==> src/pkg/fibl_cfg.svh <==
// Constants of the flash image boot loader: offsets, field positions, reset values.
// Assumes a 1MB flash read one byte per request and a byte-wide memory write port with 64-bit addresses.
`ifndef FIBL_CFG_SVH
`define FIBL_CFG_SVH
`define FIBL_SIG_LO          32'hA5A53C3C
`define FIBL_SIG_HI          32'h5A5AC3C3
`define FIBL_HDR_V0_SIZE     32'h00000020
`define FIBL_HDR_REV_REQ     8'h01
`define FIBL_OFS_SIG         8'h00
`define FIBL_OFS_HSIZE       8'h08
`define FIBL_OFS_ICSUM       8'h0C
`define FIBL_OFS_ISIZE       8'h10
`define FIBL_OFS_DEST        8'h14
`define FIBL_OFS_DECOMP      8'h1C
`define FIBL_OFS_HREV        8'h1D
`define FIBL_OFS_FWID        8'h1E
`define FIBL_OFS_HREVX       8'h1F
`define FIBL_OFS_HCSUM       8'h20
`define FIBL_FLASH_BYTES     21'h100000
`define FIBL_FLASH_AW        20
`define FIBL_RLE_ESC         8'hFF
`define FIBL_FW_DBM          8'h00
`define FIBL_FW_FSB          8'h06
`define FIBL_FW_MAX          8'h07
`define FIBL_REG_BANK        12'h800
`define FIBL_REG_STATUS      12'h804
`define FIBL_REG_DEST        12'h808
`define FIBL_REG_INFO        12'h80C
`define FIBL_REG_CTRL        12'h810
`define FIBL_BANK_RESET      8'h00
`endif

==> src/pkg/fibl_pkg.sv <==
// Types of the flash image boot loader.
// Assumes the constants header is included by each user.
package fibl_pkg;
  typedef enum logic [2:0]
  {
    FIBL_PASS_STRICT = 3'b001,
    FIBL_PASS_NO_HDR = 3'b010,
    FIBL_PASS_NONE   = 3'b100
  } fibl_pass_t;
  typedef struct packed
  {
    logic [31:0] hsize;
    logic [31:0] icsum;
    logic [31:0] isize;
    logic [63:0] dest;
    logic [7:0]  decomp;
    logic [7:0]  hrev;
    logic [7:0]  fwid;
    logic [7:0]  hrevx;
    logic [7:0]  hcsum;
  } fibl_hdr_t;
  typedef struct packed
  {
    logic        req;
    logic [19:0] addr;
    logic        upper;
  } fibl_flash_req_t;
  typedef struct packed
  {
    logic        we;
    logic [63:0] addr;
    logic [7:0]  data;
  } fibl_mem_wr_t;
endpackage : fibl_pkg

==> src/core/fibl_apb_regs.sv <==
// APB slave holding the bank select, status and control words of the loader.
// Assumes an APB master on core_clk; answers with zero wait states.
`timescale 1ns/1ns
`include "fibl_cfg.svh"
module fibl_apb_regs
(
  input  wire logic        core_clk,
  input  wire logic        rst_n,
  input  wire logic        psel,
  input  wire logic        penable,
  input  wire logic        pwrite,
  input  wire logic [11:0] paddr,
  input  wire logic [31:0] pwdata,
  output logic      [31:0] prdata,
  output logic             pready,
  output logic             pslverr,
  input  wire logic [31:0] status,
  input  wire logic [31:0] dest_lo,
  input  wire logic [31:0] info,
  output logic             bank_upper,
  output logic             restart_pulse
);
  logic [7:0]  bank_r;
  logic        acc;
  logic        setup;
  logic        known;
  logic [31:0] rd_word;
  assign acc = psel && penable;
  assign setup = psel && !penable;
  assign known = (paddr == `FIBL_REG_BANK) || (paddr == `FIBL_REG_STATUS) || (paddr == `FIBL_REG_DEST)
              || (paddr == `FIBL_REG_INFO) || (paddr == `FIBL_REG_CTRL);
  assign bank_upper = bank_r[0];
  // Answer flops load at the setup edge, so the access phase still needs no wait state.
  always_ff @(posedge core_clk or negedge rst_n)
  begin
    if (!rst_n)
    begin
      prdata  <= 32'h00000000;
      pready  <= 1'b0;
      pslverr <= 1'b0;
    end
    else
    begin
      prdata  <= rd_word;
      pready  <= setup;
      pslverr <= setup && !known;
    end
  end
  // Only the low bit drives the bank line; the rest reads back as written.
  always_ff @(posedge core_clk or negedge rst_n)
  begin
    if (!rst_n)
      bank_r <= `FIBL_BANK_RESET;
    else if (acc && pwrite && paddr == `FIBL_REG_BANK)
      bank_r <= pwdata[7:0];
  end
  always_ff @(posedge core_clk or negedge rst_n)
  begin
    if (!rst_n)
      restart_pulse <= 1'b0;
    else
      restart_pulse <= acc && pwrite && paddr == `FIBL_REG_CTRL && pwdata[0];
  end
  always_comb
  begin
    case (paddr)
      `FIBL_REG_BANK:   rd_word = {24'h000000, bank_r};
      `FIBL_REG_STATUS: rd_word = status;
      `FIBL_REG_DEST:   rd_word = dest_lo;
      `FIBL_REG_INFO:   rd_word = info;
      default:          rd_word = 32'h00000000;
    endcase
  end
endmodule : fibl_apb_regs

==> src/core/fibl_loader.sv <==
// Top of the loader: flash scan, copy with expansion, handover and APB registers.
// Assumes flash answers one byte per request with flash_ack; memory takes a byte each cycle.
//
// The APB interface to the registers was decided locally.
`timescale 1ns/1ns
`include "fibl_cfg.svh"
module fibl_loader
#(
  parameter int FLASH_BYTES = 1048576
)
(
  input  wire logic        core_clk,
  input  wire logic        resetn,
  input  wire logic        psel,
  input  wire logic        penable,
  input  wire logic        pwrite,
  input  wire logic [11:0] paddr,
  input  wire logic [31:0] pwdata,
  output logic      [31:0] prdata,
  output logic             pready,
  output logic             pslverr,
  input  wire logic        first_image_select_jumper,
  input  wire logic        flash_write_enable_jumper,
  input  wire logic        sw_flash_we,
  output logic             flash_we_out,
  output fibl_pkg::fibl_flash_req_t flash_req,
  input  wire logic        flash_ack,
  input  wire logic [7:0]  flash_rdata,
  output fibl_pkg::fibl_mem_wr_t mem_wr,
  output logic             flash_upper_bank_addr_bit,
  output logic             cpu_start,
  output logic      [63:0] cpu_start_addr
);
  typedef enum logic [7:0]
  {
    S_IDLE  = 8'b00000001,
    S_SCAN  = 8'b00000010,
    S_HDR   = 8'b00000100,
    S_CHECK = 8'b00001000,
    S_COPY  = 8'b00010000,
    S_RUN   = 8'b00100000,
    S_NEXT  = 8'b01000000,
    S_RAW   = 8'b10000000
  } fibl_state_t;

  function automatic logic [7:0] fibl_csum(input logic [7:0] acc, input logic [7:0] b);
    fibl_csum = acc + b;
  endfunction : fibl_csum

  logic        rst_a_r;
  logic        rst_n;
  fibl_state_t st_r;
  fibl_pkg::fibl_pass_t pass_r;
  logic [19:0] addr_r;
  logic [19:0] hbase_r;
  logic [7:0]  hidx_r;
  logic [63:0] sig_r;
  fibl_pkg::fibl_hdr_t hdr_r;
  logic [7:0]  hsum_r;
  logic [1:0]  ord_r;
  logic        any_hdr_r;
  logic [31:0] left_r;
  logic [31:0] isum_r;
  logic [63:0] dptr_r;
  logic        rle_esc_r;
  logic [1:0]  rle_ph_r;
  logic [7:0]  rle_cnt_r;
  logic        done_r;
  logic        busy;
  logic        bank_upper;
  logic        restart;
  logic        hdr_ok;
  logic        want;
  logic [19:0] addr_inc;

  // The reset is released through two stages so every flop leaves reset on the same edge.
  always_ff @(posedge core_clk or negedge resetn)
  begin
    if (!resetn)
    begin
      rst_a_r <= 1'b0;
      rst_n   <= 1'b0;
    end
    else
    begin
      rst_a_r <= 1'b1;
      rst_n   <= rst_a_r;
    end
  end

  fibl_apb_regs u_regs
  (
    .core_clk      (core_clk),
    .rst_n         (rst_n),
    .psel          (psel),
    .penable       (penable),
    .pwrite        (pwrite),
    .paddr         (paddr),
    .pwdata        (pwdata),
    .prdata        (prdata),
    .pready        (pready),
    .pslverr       (pslverr),
    .status        ({21'h000000, done_r, busy, pass_r, st_r[5:0]}),
    .dest_lo       (cpu_start_addr[31:0]),
    .info          ({hdr_r.hrev + hdr_r.hrevx, hdr_r.fwid, hdr_r.decomp, hdr_r.hsize[7:0]}),
    .bank_upper    (bank_upper),
    .restart_pulse (restart)
  );

  assign busy = (st_r != S_IDLE) && (st_r != S_RUN);
  assign addr_inc = addr_r + 20'h00001;
  // Version zero headers pass whatever their revision byte holds, so only later versions are checked.
  assign hdr_ok = (hdr_r.hsize == `FIBL_HDR_V0_SIZE) || (hdr_r.hrev == `FIBL_HDR_REV_REQ);
  // Skip the first valid header unless the jumper asks for it; a lone header is skipped on every pass, ending in the raw load.
  assign want = first_image_select_jumper || ord_r != 2'b00;

  always_ff @(posedge core_clk or negedge rst_n)
  begin
    if (!rst_n)
      flash_upper_bank_addr_bit <= 1'b0;
    else
      flash_upper_bank_addr_bit <= bank_upper && !busy;
  end

  always_ff @(posedge core_clk or negedge rst_n)
  begin
    if (!rst_n)
      flash_we_out <= 1'b0;
    else
      flash_we_out <= sw_flash_we && flash_write_enable_jumper && !busy;
  end

  always_ff @(posedge core_clk or negedge rst_n)
  begin
    if (!rst_n)
    begin
      st_r <= S_IDLE;
      pass_r <= fibl_pkg::FIBL_PASS_STRICT;
      addr_r <= 20'h00000;
      hbase_r <= 20'h00000;
      hidx_r <= 8'h00;
      sig_r <= 64'h0000000000000000;
      hdr_r <= '0;
      hsum_r <= 8'h00;
      ord_r <= 2'b00;
      any_hdr_r <= 1'b0;
      left_r <= 32'h00000000;
      isum_r <= 32'h00000000;
      dptr_r <= 64'h0000000000000000;
      rle_esc_r <= 1'b0;
      rle_ph_r <= 2'b00;
      rle_cnt_r <= 8'h00;
      done_r <= 1'b0;
      flash_req <= '0;
      mem_wr <= '0;
      cpu_start <= 1'b0;
      cpu_start_addr <= 64'h0000000000000000;
    end
    else
    begin
      mem_wr.we <= 1'b0;
      cpu_start <= 1'b0;
      flash_req.upper <= 1'b0;
      case (st_r)
        S_IDLE:
        begin
          if (!done_r || restart)
          begin
            st_r <= S_SCAN;
            addr_r <= 20'h00000;
            sig_r <= 64'h0000000000000000;
            ord_r <= 2'b00;
            flash_req.req <= 1'b1;
            flash_req.addr <= 20'h00000;
            done_r <= 1'b0;
            // A restart begins again from the strict pass with no header seen yet.
            pass_r <= fibl_pkg::FIBL_PASS_STRICT;
            any_hdr_r <= 1'b0;
          end
        end
        S_SCAN:
        begin
          if (flash_ack)
          begin
            sig_r <= {flash_rdata, sig_r[63:8]};
            if ({flash_rdata, sig_r[63:8]} == {`FIBL_SIG_HI, `FIBL_SIG_LO})
            begin
              any_hdr_r <= 1'b1;
              hbase_r <= addr_r - 20'h00007;
              hidx_r <= 8'h08;
              hsum_r <= 8'h00;
              st_r <= S_HDR;
            end
            else if (addr_inc == 20'h00000)
            begin
              // End of flash: step down to the next, more relaxed pass, or to the raw load after the last pass or when no header was seen.
              ord_r <= 2'b00;
              sig_r <= 64'h0000000000000000;
              if (!any_hdr_r || pass_r == fibl_pkg::FIBL_PASS_NONE)
              begin
                st_r <= S_RAW;
                dptr_r <= 64'h0000000000000000;
                left_r <= FLASH_BYTES;
              end
              else if (pass_r == fibl_pkg::FIBL_PASS_STRICT)
                pass_r <= fibl_pkg::FIBL_PASS_NO_HDR;
              else
                pass_r <= fibl_pkg::FIBL_PASS_NONE;
            end
            addr_r <= addr_inc;
            flash_req.addr <= addr_inc;
          end
        end
        S_HDR:
        begin
          if (flash_ack)
          begin
            if (hidx_r != `FIBL_OFS_HCSUM)
              hsum_r <= fibl_csum(hsum_r, flash_rdata);
            case (hidx_r)
              `FIBL_OFS_HSIZE + 8'h00: hdr_r.hsize[7:0]   <= flash_rdata;
              `FIBL_OFS_HSIZE + 8'h01: hdr_r.hsize[15:8]  <= flash_rdata;
              `FIBL_OFS_HSIZE + 8'h02: hdr_r.hsize[23:16] <= flash_rdata;
              `FIBL_OFS_HSIZE + 8'h03: hdr_r.hsize[31:24] <= flash_rdata;
              `FIBL_OFS_ICSUM + 8'h00: hdr_r.icsum[7:0]   <= flash_rdata;
              `FIBL_OFS_ICSUM + 8'h01: hdr_r.icsum[15:8]  <= flash_rdata;
              `FIBL_OFS_ICSUM + 8'h02: hdr_r.icsum[23:16] <= flash_rdata;
              `FIBL_OFS_ICSUM + 8'h03: hdr_r.icsum[31:24] <= flash_rdata;
              `FIBL_OFS_ISIZE + 8'h00: hdr_r.isize[7:0]   <= flash_rdata;
              `FIBL_OFS_ISIZE + 8'h01: hdr_r.isize[15:8]  <= flash_rdata;
              `FIBL_OFS_ISIZE + 8'h02: hdr_r.isize[23:16] <= flash_rdata;
              `FIBL_OFS_ISIZE + 8'h03: hdr_r.isize[31:24] <= flash_rdata;
              `FIBL_OFS_DECOMP: hdr_r.decomp <= flash_rdata;
              `FIBL_OFS_HREV:   hdr_r.hrev   <= flash_rdata;
              `FIBL_OFS_FWID:   hdr_r.fwid   <= flash_rdata;
              `FIBL_OFS_HREVX:  hdr_r.hrevx  <= flash_rdata;
              `FIBL_OFS_HCSUM:  hdr_r.hcsum  <= flash_rdata;
              default:
              begin
                if (hidx_r >= `FIBL_OFS_DEST && hidx_r < `FIBL_OFS_DEST + 8'h08)
                  hdr_r.dest <= {flash_rdata, hdr_r.dest[63:8]};
              end
            endcase
            if (hidx_r == `FIBL_OFS_HCSUM)
            begin
              // Drop the request while the header is judged, so no byte comes from a stale address.
              st_r <= S_CHECK;
              flash_req.req <= 1'b0;
            end
            hidx_r <= hidx_r + 8'h01;
            addr_r <= hbase_r + {12'h000, hidx_r} + 20'h00001;
            flash_req.addr <= hbase_r + {12'h000, hidx_r} + 20'h00001;
          end
        end
        S_CHECK:
        begin
          // Image start follows the declared header size; extra header bytes are skipped.
          addr_r <= hbase_r + hdr_r.hsize[19:0];
          flash_req.addr <= hbase_r + hdr_r.hsize[19:0];
          dptr_r <= hdr_r.dest;
          left_r <= hdr_r.isize;
          isum_r <= 32'h00000000;
          rle_esc_r <= 1'b0;
          rle_ph_r <= 2'b00;
          if (!hdr_ok)
            st_r <= S_NEXT;
          else if (pass_r == fibl_pkg::FIBL_PASS_STRICT && hsum_r != hdr_r.hcsum)
            st_r <= S_NEXT;
          else if (!want)
          begin
            ord_r <= ord_r + 2'b01;
            st_r <= S_NEXT;
          end
          else
          begin
            st_r <= S_COPY;
            flash_req.req <= 1'b1;
          end
        end
        S_COPY:
        begin
          if (left_r == 32'h00000000 && rle_cnt_r == 8'h00)
          begin
            // Handover only with a matching image sum, unless the last pass ignores it.
            if (pass_r == fibl_pkg::FIBL_PASS_NONE || isum_r == hdr_r.icsum)
              st_r <= S_RUN;
            else
              st_r <= S_NEXT;
            flash_req.req <= 1'b0;
          end
          // Expansion waits until the value byte of the run has been fetched.
          else if (rle_cnt_r != 8'h00 && rle_ph_r == 2'b00)
          begin
            mem_wr.we <= 1'b1;
            mem_wr.addr <= dptr_r;
            dptr_r <= dptr_r + 64'h0000000000000001;
            rle_cnt_r <= rle_cnt_r - 8'h01;
          end
          else if (flash_ack)
          begin
            isum_r <= isum_r + {24'h000000, flash_rdata};
            left_r <= left_r - 32'h00000001;
            addr_r <= addr_inc;
            flash_req.addr <= addr_inc;
            if (hdr_r.decomp == 8'h00)
            begin
              mem_wr.we <= 1'b1;
              mem_wr.addr <= dptr_r;
              mem_wr.data <= flash_rdata;
              dptr_r <= dptr_r + 64'h0000000000000001;
            end
            else if (rle_ph_r == 2'b00 && flash_rdata != `FIBL_RLE_ESC)
            begin
              mem_wr.we <= 1'b1;
              mem_wr.addr <= dptr_r;
              mem_wr.data <= flash_rdata;
              dptr_r <= dptr_r + 64'h0000000000000001;
            end
            else if (rle_ph_r == 2'b00)
              rle_ph_r <= 2'b01;
            else if (rle_ph_r == 2'b01)
            begin
              rle_cnt_r <= flash_rdata;
              rle_ph_r <= 2'b10;
            end
            else
            begin
              mem_wr.data <= flash_rdata;
              rle_ph_r <= 2'b00;
            end
          end
        end
        S_NEXT:
        begin
          // Resume the signature hunt just past the signature of the rejected or skipped header.
          st_r <= S_SCAN;
          sig_r <= 64'h0000000000000000;
          addr_r <= hbase_r + 20'h00008;
          flash_req.addr <= hbase_r + 20'h00008;
          flash_req.req <= 1'b1;
        end
        S_RAW:
        begin
          if (left_r == 32'h00000000)
          begin
            flash_req.req <= 1'b0;
            hdr_r.dest <= 64'h0000000000000000;
            st_r <= S_RUN;
          end
          else if (flash_ack)
          begin
            mem_wr.we <= 1'b1;
            mem_wr.addr <= dptr_r;
            mem_wr.data <= flash_rdata;
            dptr_r <= dptr_r + 64'h0000000000000001;
            left_r <= left_r - 32'h00000001;
            addr_r <= addr_inc;
            flash_req.addr <= addr_inc;
          end
        end
        S_RUN:
        begin
          cpu_start <= 1'b1;
          cpu_start_addr <= hdr_r.dest;
          done_r <= 1'b1;
          st_r <= S_IDLE;
        end
        default: st_r <= S_IDLE;
      endcase
    end
  end

  chk_bank_reset: assert property (@(posedge core_clk) $rose(rst_n) |-> !flash_upper_bank_addr_bit)
    else $error("bank bit not low after reset");
  chk_bank_follow: assert property (@(posedge core_clk) disable iff (!rst_n)
    !busy && $stable(bank_upper) && !$past(busy) |=> flash_upper_bank_addr_bit == $past(bank_upper))
    else $error("bank bit does not follow register");
  chk_write_gate: assert property (@(posedge core_clk) disable iff (!rst_n)
    flash_we_out |-> $past(flash_write_enable_jumper))
    else $error("flash write without jumper");
  chk_run_sum: assert property (@(posedge core_clk) disable iff (!rst_n)
    st_r == S_RUN && $past(st_r) == S_COPY && pass_r != fibl_pkg::FIBL_PASS_NONE |-> isum_r == hdr_r.icsum)
    else $error("handover with bad image sum");
  chk_start_pulse: assert property (@(posedge core_clk) disable iff (!rst_n)
    st_r == S_RUN |=> cpu_start && cpu_start_addr == $past(hdr_r.dest))
    else $error("start address mismatch");
  chk_raw_zero: assert property (@(posedge core_clk) disable iff (!rst_n)
    st_r == S_RAW && mem_wr.we && $past(left_r) == FLASH_BYTES |-> mem_wr.addr == 64'h0000000000000000)
    else $error("raw load not at zero");
  chk_scan_start: assert property (@(posedge core_clk) disable iff (!rst_n)
    st_r == S_IDLE && !done_r |=> flash_req.addr == 20'h00000)
    else $error("scan does not start at zero");
  chk_strict_hsum: assert property (@(posedge core_clk) disable iff (!rst_n)
    st_r == S_CHECK && pass_r == fibl_pkg::FIBL_PASS_STRICT && hsum_r != hdr_r.hcsum |=> st_r == S_NEXT)
    else $error("bad header sum accepted");
  cov_run: cover property (@(posedge core_clk) cpu_start);
  cov_raw: cover property (@(posedge core_clk) st_r == S_RAW);
  cov_relax: cover property (@(posedge core_clk) pass_r == fibl_pkg::FIBL_PASS_NONE);
endmodule : fibl_loader

==> config.mk <==
export PLATFORM = sky130hd
export DESIGN_NAME = fibl_loader
export DESIGN_NICKNAME = d
export VERILOG_FILES = /design/src/pkg/fibl_pkg.sv /design/src/core/fibl_apb_regs.sv /design/src/core/fibl_loader.sv
export VERILOG_INCLUDE_DIRS = /design/src /design/src/pkg
export SDC_FILE = /design/constraint.sdc
export NUM_CORES = 1
export LEC_CHECK = 0
export BUFFER_PORTS_ARGS = -buffer_cell sky130_fd_sc_hd__buf_2
export CAP_MARGIN = 25
export CORE_UTILIZATION = 30
export DETAILED_ROUTE_END_ITERATION = 10
export HOLD_SLACK_MARGIN = 0.15
export SLEW_MARGIN = 15
export SYNTH_ARGS = -nofsm -noshare
export SYNTH_HDL_FRONTEND = slang
export SYNTH_SLANG_ARGS = --single-unit
==> constraint.sdc <==
create_clock -name core_clk -period 31.6 [get_ports core_clk]
set_clock_uncertainty 0.05 [all_clocks]
set_input_delay 6.32 -clock core_clk [delete_from_list [all_inputs] [get_ports core_clk]]
set_output_delay 6.32 -clock core_clk [all_outputs]
set_load 0.01 [all_outputs]
Yosys cells after proc, flatten, opt, wreduce, memory -nomap -nowiden
Index checks and enable logic that the tools add are counted.
{"block": "totals", "reg_bits": 679, "input_bits": 61, "out_inout_bits": 196, "word_cells": 361}
{"block": "op_classes", "addsub": 14, "order_cmp": 2, "n_eq_ne": 76, "mux": 132, "n_bitwise": 1, "reduce_logical": 87}
{"operator": "64-bit two-way mux", "n": 18}
{"operator": "73-bit two-way mux", "n": 5}
{"operator": "32-bit two-way mux", "n": 11}
{"operator": "20-bit one-hot mux with 7 select lines", "n": 2}
{"operator": "8-bit two-way mux", "n": 33}
{"operator": "32-bit one-hot mux with 4 select lines", "n": 2}
{"operator": "64-bit one-hot mux with 4 select lines", "n": 1}
{"operator": "20-bit two-way mux", "n": 10}
{"operator": "64-bit one-hot mux with 3 select lines", "n": 1}
{"operator": "73-bit one-hot mux with 2 select lines", "n": 1}
{"operator": "65-bit two-way mux", "n": 2}
{"operator": "64-bit one-hot mux with 2 select lines", "n": 1}
{"operator": "104-bit two-way mux", "n": 1}
{"operator": "8-bit by 4-bit equality test with 1-bit output, second input constant", "n": 9}
{"operator": "8-bit by 5-bit equality test with 1-bit output, second input constant", "n": 9}
{"operator": "64-bit by 1-bit adder with 64-bit output, second input constant", "n": 1}
{"operator": "64-bit by 63-bit equality test with 1-bit output, second input constant", "n": 1}
{"operator": "32-bit one-hot mux with 2 select lines", "n": 1}
{"operator": "12-bit equality test, second input constant", "n": 5}
{"operator": "3-bit AND reduction", "n": 19}
{"operator": "8-bit one-hot mux with 7 select lines", "n": 1}
{"operator": "2-bit != test, second input constant", "n": 27}
{"operator": "21-bit two-way mux", "n": 2}
{"operator": "20-bit by 1-bit adder with 20-bit output, second input constant", "n": 2}
{"operator": "other kinds (63)", "n": 147}

Longest topological paths before layout
{"block": "depth", "depth_word": 9, "depth_mapped": 12, "depth_no_buf": 10}

Hierarchy
From an unflattened synthesis, not the netlist that was laid out.
{"block": "hier_totals", "cells_unflattened": 3383, "hier_area_um2": 33604.7}
{"mod": "fibl_loader", "instances": 1, "cells_each": 3215, "area_per_inst_um2": 31425.1, "seq_area_each_um2": 15217.1}
{"mod": "fibl_apb_regs", "instances": 1, "cells_each": 168, "area_per_inst_um2": 2179.6, "seq_area_each_um2": 1076.0}

Least setup slack after synthesis
OpenSTA, ideal clock, no wires.
{"block": "synth_timing", "path_kind": "input to register", "from": "input flash_rdata[0]", "to": "register isum_r[8]", "setup_time_ps": 78, "arrival_time_ps": 8427, "required_time_ps": 31472, "slack_ps": 23045, "path_stages": 11, "path_buffers": 2, "cell_sequence": "ha_1 -> fa_1 -> a21o_1 -> a21oi_1 -> nor2b_1 -> o21ai_0 -> a21o_1 -> clkbuf_1 -> clkbuf_1 -> o21ai_0 -> a21oi_1"}
{"block": "synth_via", "elab_chain_len": 5}
{"item": "start, declared", "line_no": "fibl_loader.sv:28", "source": "input wire logic [7:0] flash_rdata,"}
{"item": "32-bit by 8-bit adder with 32-bit output", "line_no": "fibl_loader.sv:301", "source": "isum_r <= isum_r + {24'h000000, flash_rdata};"}
{"item": "32-bit two-way mux", "line_no": "fibl_loader.sv:299", "source": "else if (flash_ack)"}
{"item": "32-bit two-way mux", "line_no": "fibl_loader.sv:292", "source": "else if (rle_cnt_r != 8'h00 && rle_ph_r == 2'b00)"}
{"item": "32-bit two-way mux", "line_no": "fibl_loader.sv:282", "source": "if (left_r == 32'h00000000 && rle_cnt_r == 8'h00)"}
{"item": "32-bit one-hot mux with 2 select lines", "line_no": "fibl_loader.sv:164", "source": "case (st_r)"}
{"item": "end signal, assigned", "line_no": "fibl_loader.sv:301"}
{"item": "end, declared", "line_no": "fibl_loader.sv:63", "source": "logic [31:0] isum_r;"}
Every way passes these cells. The select of a mux whose other input is x is not followed.
A chain may end at the register's enable or synchronous reset.

Worst setup path in the final report
{"block": "layout_timing", "from": "input flash_rdata[1]", "to": "register dptr_r[54]"}
{"block": "layout_via", "elab_chain_len": 4, "word_cells_on_any_way": 6, "cone_classes": "4 x eq/ne; 2 x reduce/logical"}
{"item": "8-bit != test (no source line)"}
{"item": "1-bit logical AND (no source line)"}
{"item": "4-bit != test (no source line)"}
{"item": "10-bit AND reduction (no source line) (*)"}
{"item": "end signal, assigned", "line_no": "fibl_loader.sv:260", "source": "dptr_r <= hdr_r.dest;"}
{"item": "end signal, assigned", "line_no": "fibl_loader.sv:296", "source": "dptr_r <= dptr_r + 64'h0000000000000001;"}
{"item": "end signal, assigned", "line_no": "fibl_loader.sv:310", "source": "dptr_r <= dptr_r + 64'h0000000000000001;"}
{"item": "end, declared", "line_no": "fibl_loader.sv:64", "source": "logic [63:0] dptr_r;"}
Every way passes the cells marked *; elsewhere a longest branch is shown, timed or not.

==> Flow_metrics.wiki <==
{| class="wikitable"
! Metric !! Value
|-
| Post-synth net total || between 3000 and 4000
|-
| Later-pin clock latency in the skew report || 0.67 ns
|-
| Total Nets Final || roughly 3600
|-
| Global placement routability congestion || 0.886
|-
| Start point of the critical path || flash_rdata[1]
|-
| Critical path destination || dptr_r[54]
|-
| Setup repair after global routing missed its margin || no
|-
| Arrival @ worst endpoint || 10.72 ns
|-
| Min-delay worst type || reg2async
|-
| Most frequent standard cell in the layout excluding fill and tap cells || sky130_fd_sc_hd__dfrtp_1
|-
| DRC marker count from the first detailed-route iteration || 2845
|-
| Launching point of the worst reg2reg path || flash_req[4]
|-
| TritonCTS clock tree || yes
|-
| Reported leakage power || 17.8 nW
|-
| Max IR drop VDD || 0.0000389 V
|-
| Detailed Routing Iterations Pass 1 || 8
|-
| Crit path max fanout || 76
|-
| Final Cycle Share || 0.325
|-
| Area Growth Syn to Fin || 15.4%
|-
| Antenna-violating nets left || 0
|-
| Setup Viol. Count Final || 0
|-
| DIE AREA || 0.113 mm^2
|-
| P per Cell Area || 54.0 mW/mm^2
|-
| Mapped cell area || 0.0336 mm^2
|-
| Count of maximum capacitance violations || 0
|-
| Setup TNS after final layout || 0 ns
|-
| Final Hold Fails || 0
|-
| Number of warning messages in the yosys log || 0
|-
| Combined global-route utilization of all metal layers || 0.188
|-
| CTS H-tree lvls || 3
|-
| Headroom to the max-slew limit || 0.295
|-
| Slew at the pin closest to its max-slew limit || 1.06 ns
|-
| Clock transition time at the flip-flop clock pins of the worst setup and hold paths || roughly 0.060 ns
|-
| Initial Util || 0.303
|-
| Post-CTS Repair Setup Buffers || 0
|-
| Total number of vias || 27900
|-
| Tmin final || 10.26 ns
|-
| Horiz. Die Dim || 337 um
|-
| Number of sinks handled by clock tree synthesis || 651
|-
| Setup slack of the most critical reg-to-reg path || 26.48 ns
|-
| Average instance area after synthesis || roughly 10 um^2
|-
| Average wire per standard cell || 21.4 um
|-
| GR Overflow Total || 0
|-
| Most used DFF post-synth || sky130_fd_sc_hd__dfrtp_1
|-
| Layout cell share with drive strength beyond 1 || 0.177
|-
| Post-synthesis cell type count || 90
|-
| Result of the run || finished clean
|-
| Initial antenna violation count || 2
|-
| Final Max Tran Viols || 0
|-
| Kind of capture point of the worst setup path || register
|-
| Cell at the root of the clock tree || sky130_fd_sc_hd__clkbuf_16
|-
| Setup Crit Path Kind || in2reg
|-
| Via count of the first global-routing pass || 26300
|-
| Number of hold-repair buffers added at the cts stage || 0
|-
| Vias/cell || 5.53
|-
| Filler cells || 11100
|-
| Maximum number of pins on one net before global-route repair || 158
|-
| Number of top-level pins || 257
|-
| Util after Layout || 0.350
|-
| Maximum buffer depth of the clock tree || 3
|-
| Number of buffers inserted during clock tree synthesis || 77
|-
| Number of flops mapped to enable cells by yosys || 0
|-
| Post-synthesis register bit count || 651
|-
| Post-CTS sizing || 0
|-
| Crit path required time || 32.06 ns
|-
| Capturing point of the worst reg2reg path || dptr_r[0]
|-
| Height of the die || 337 um
|-
| Length in cells of the worst reg-to-reg path || 9
|-
| Leading cell types in the layout, fill and taps excluded || sky130_fd_sc_hd__dfrtp_1 (648), sky130_fd_sc_hd__nand2_1 (530), sky130_fd_sc_hd__buf_2 (231)
|-
| Asr flop ratio synth || 1.00
|-
| Syn Inst Count || 3375
|-
| Global-route wire length before repair || 166000 um
|-
| Number of remaining DRC errors || 0
|-
| Detailed-placement wirelength estimate || 71500 um
|-
| Buffers added on ports || 231
|-
| Max Clk Rate || 0.0975 GHz
|-
| DRT Wirelength || 108000 um
|-
| Proportion of synthesized chip area in sequential cells || 0.484
|-
| Number of placement rows || 122
|-
| Kind of start point of the critical path || input port
|-
| Core region area || 0.111 mm^2
|}
power breakdown:
group	internal, W	leakage, nW	switching, W
combinational	0.0000865	7.42	0.000211
clock	0.000538	1.27	0.000381
sequential	0.000855	9.06	0.0000242
how the worst min path moves through the flow:
stage            start   endpoint  slack [ns]
4_1_cts        rst_a_r      rst_n        0.30
6_report         rst_n  mem_wr[0]        0.28
2_1_floorplan  rst_a_r      rst_n        0.28
5_1_grt        rst_a_r      rst_n        0.31
3_5_place_dp     rst_n  mem_wr[0]        0.28
3_3_place_gp     rst_n  mem_wr[0]        0.28
layer usage:
metal,global-route usage,wire length (um)
met1,0.275,49900
met2,0.287,48700
met3,0.0269,6510
met4,0.0508,2650
met5,0,0
flip-flops by register name, indices dropped and copies added (netlist names), 20 cells and up:
register / count
isum_r: 32
hdr_r: 200
flash_req: 21
cpu_start_addr: 64
dptr_r: 64
mem_wr: 73
u_regs.prdata: 32
sig_r: 56
left_r: 32
hbase_r: 20
through the flow:
stage / instances / area (um^2) / hold WS, ns / total power (W) / worst slack (ns)
after CTS: 5037 / 38700 / 0.303 / 0.00211 / 21.41
after detailed placement: 4896 / 36100 / 0.280 / 0.00119 / 20.74
after global routing: 5041 / 38800 / 0.308 / 0.00217 / 21.37
after global placement: 4894 / 36100 / 0.283 / 0.00119 / 20.81
final: 5042 / 38800 / 0.284 / 0.00210 / 21.34
after floorplan: 3375 / 33600 / 0.281 / 0.00110 / 12.06
cells in the mapped netlist (24+ instances only):
master,count,area (um^2)
sky130_fd_sc_hd__mux2_2,163,1840
sky130_fd_sc_hd__nor4_1,64,400
sky130_fd_sc_hd__a21o_1,24,180
sky130_fd_sc_hd__nand3_1,78,390
sky130_fd_sc_hd__mux2i_1,24,240
sky130_fd_sc_hd__and3_1,31,194
sky130_fd_sc_hd__dfrtp_1,649,16200
sky130_fd_sc_hd__o31ai_1,45,338
sky130_fd_sc_hd__ha_1,61,763
sky130_fd_sc_hd__o21ai_0,181,906
sky130_fd_sc_hd__xnor2_1,66,578
sky130_fd_sc_hd__nand4_1,58,363
sky130_fd_sc_hd__clkbuf_1,182,683
sky130_fd_sc_hd__xor2_1,69,604
sky130_fd_sc_hd__o2bb2ai_1,73,639
sky130_fd_sc_hd__nand2_1,532,2000
sky130_fd_sc_hd__buf_2,49,245
sky130_fd_sc_hd__o211ai_1,79,593
sky130_fd_sc_hd__nor2_1,133,499
sky130_fd_sc_hd__a21oi_1,134,671
sky130_fd_sc_hd__inv_1,45,169
sky130_fd_sc_hd__nor3_1,83,415
sky130_fd_sc_hd__a22o_1,154,1350
sky130_fd_sc_hd__or4_1,28,210
critical path, stage by stage:
cell and delay [ns]:
sky130_fd_sc_hd__buf_2 0.08, sky130_fd_sc_hd__buf_4 0.47, sky130_fd_sc_hd__and4_1 0.48, sky130_fd_sc_hd__nand4_1 0.17
sky130_fd_sc_hd__or4_1 0.71, sky130_fd_sc_hd__o31ai_1 0.20, sky130_fd_sc_hd__nor4_4 0.06, sky130_fd_sc_hd__buf_4 0.25
sky130_fd_sc_hd__buf_4 0.40, sky130_fd_sc_hd__o21ai_4 0.76, sky130_fd_sc_hd__buf_4 0.45, sky130_fd_sc_hd__o2bb2ai_1 0.14
cells by family after synthesis:
family	synth area share
DFF	0.484
and+or+nand+nor	0.171
buffers and inverters	0.0358
other	0.000223
muxes	0.0671
xor gates and xnor gates	0.0352
AOI/OAI and AO/OA	0.181
adders and majority gates	0.0257
layout make-up:
class	instances	area [um^2]	share of cell area
antenna	1	2.50	0.0000645
clock buffer	105	2180	0.0562
clock inverter	36	430	0.0111
inverter	45	169	0.00435
multi-input combinational	2431	16200	0.418
sequential	651	16300	0.420
tap	1488	1860	0.0480
timing repair buffer	285	1630	0.0421
Power figures use the tool's default switching activity.
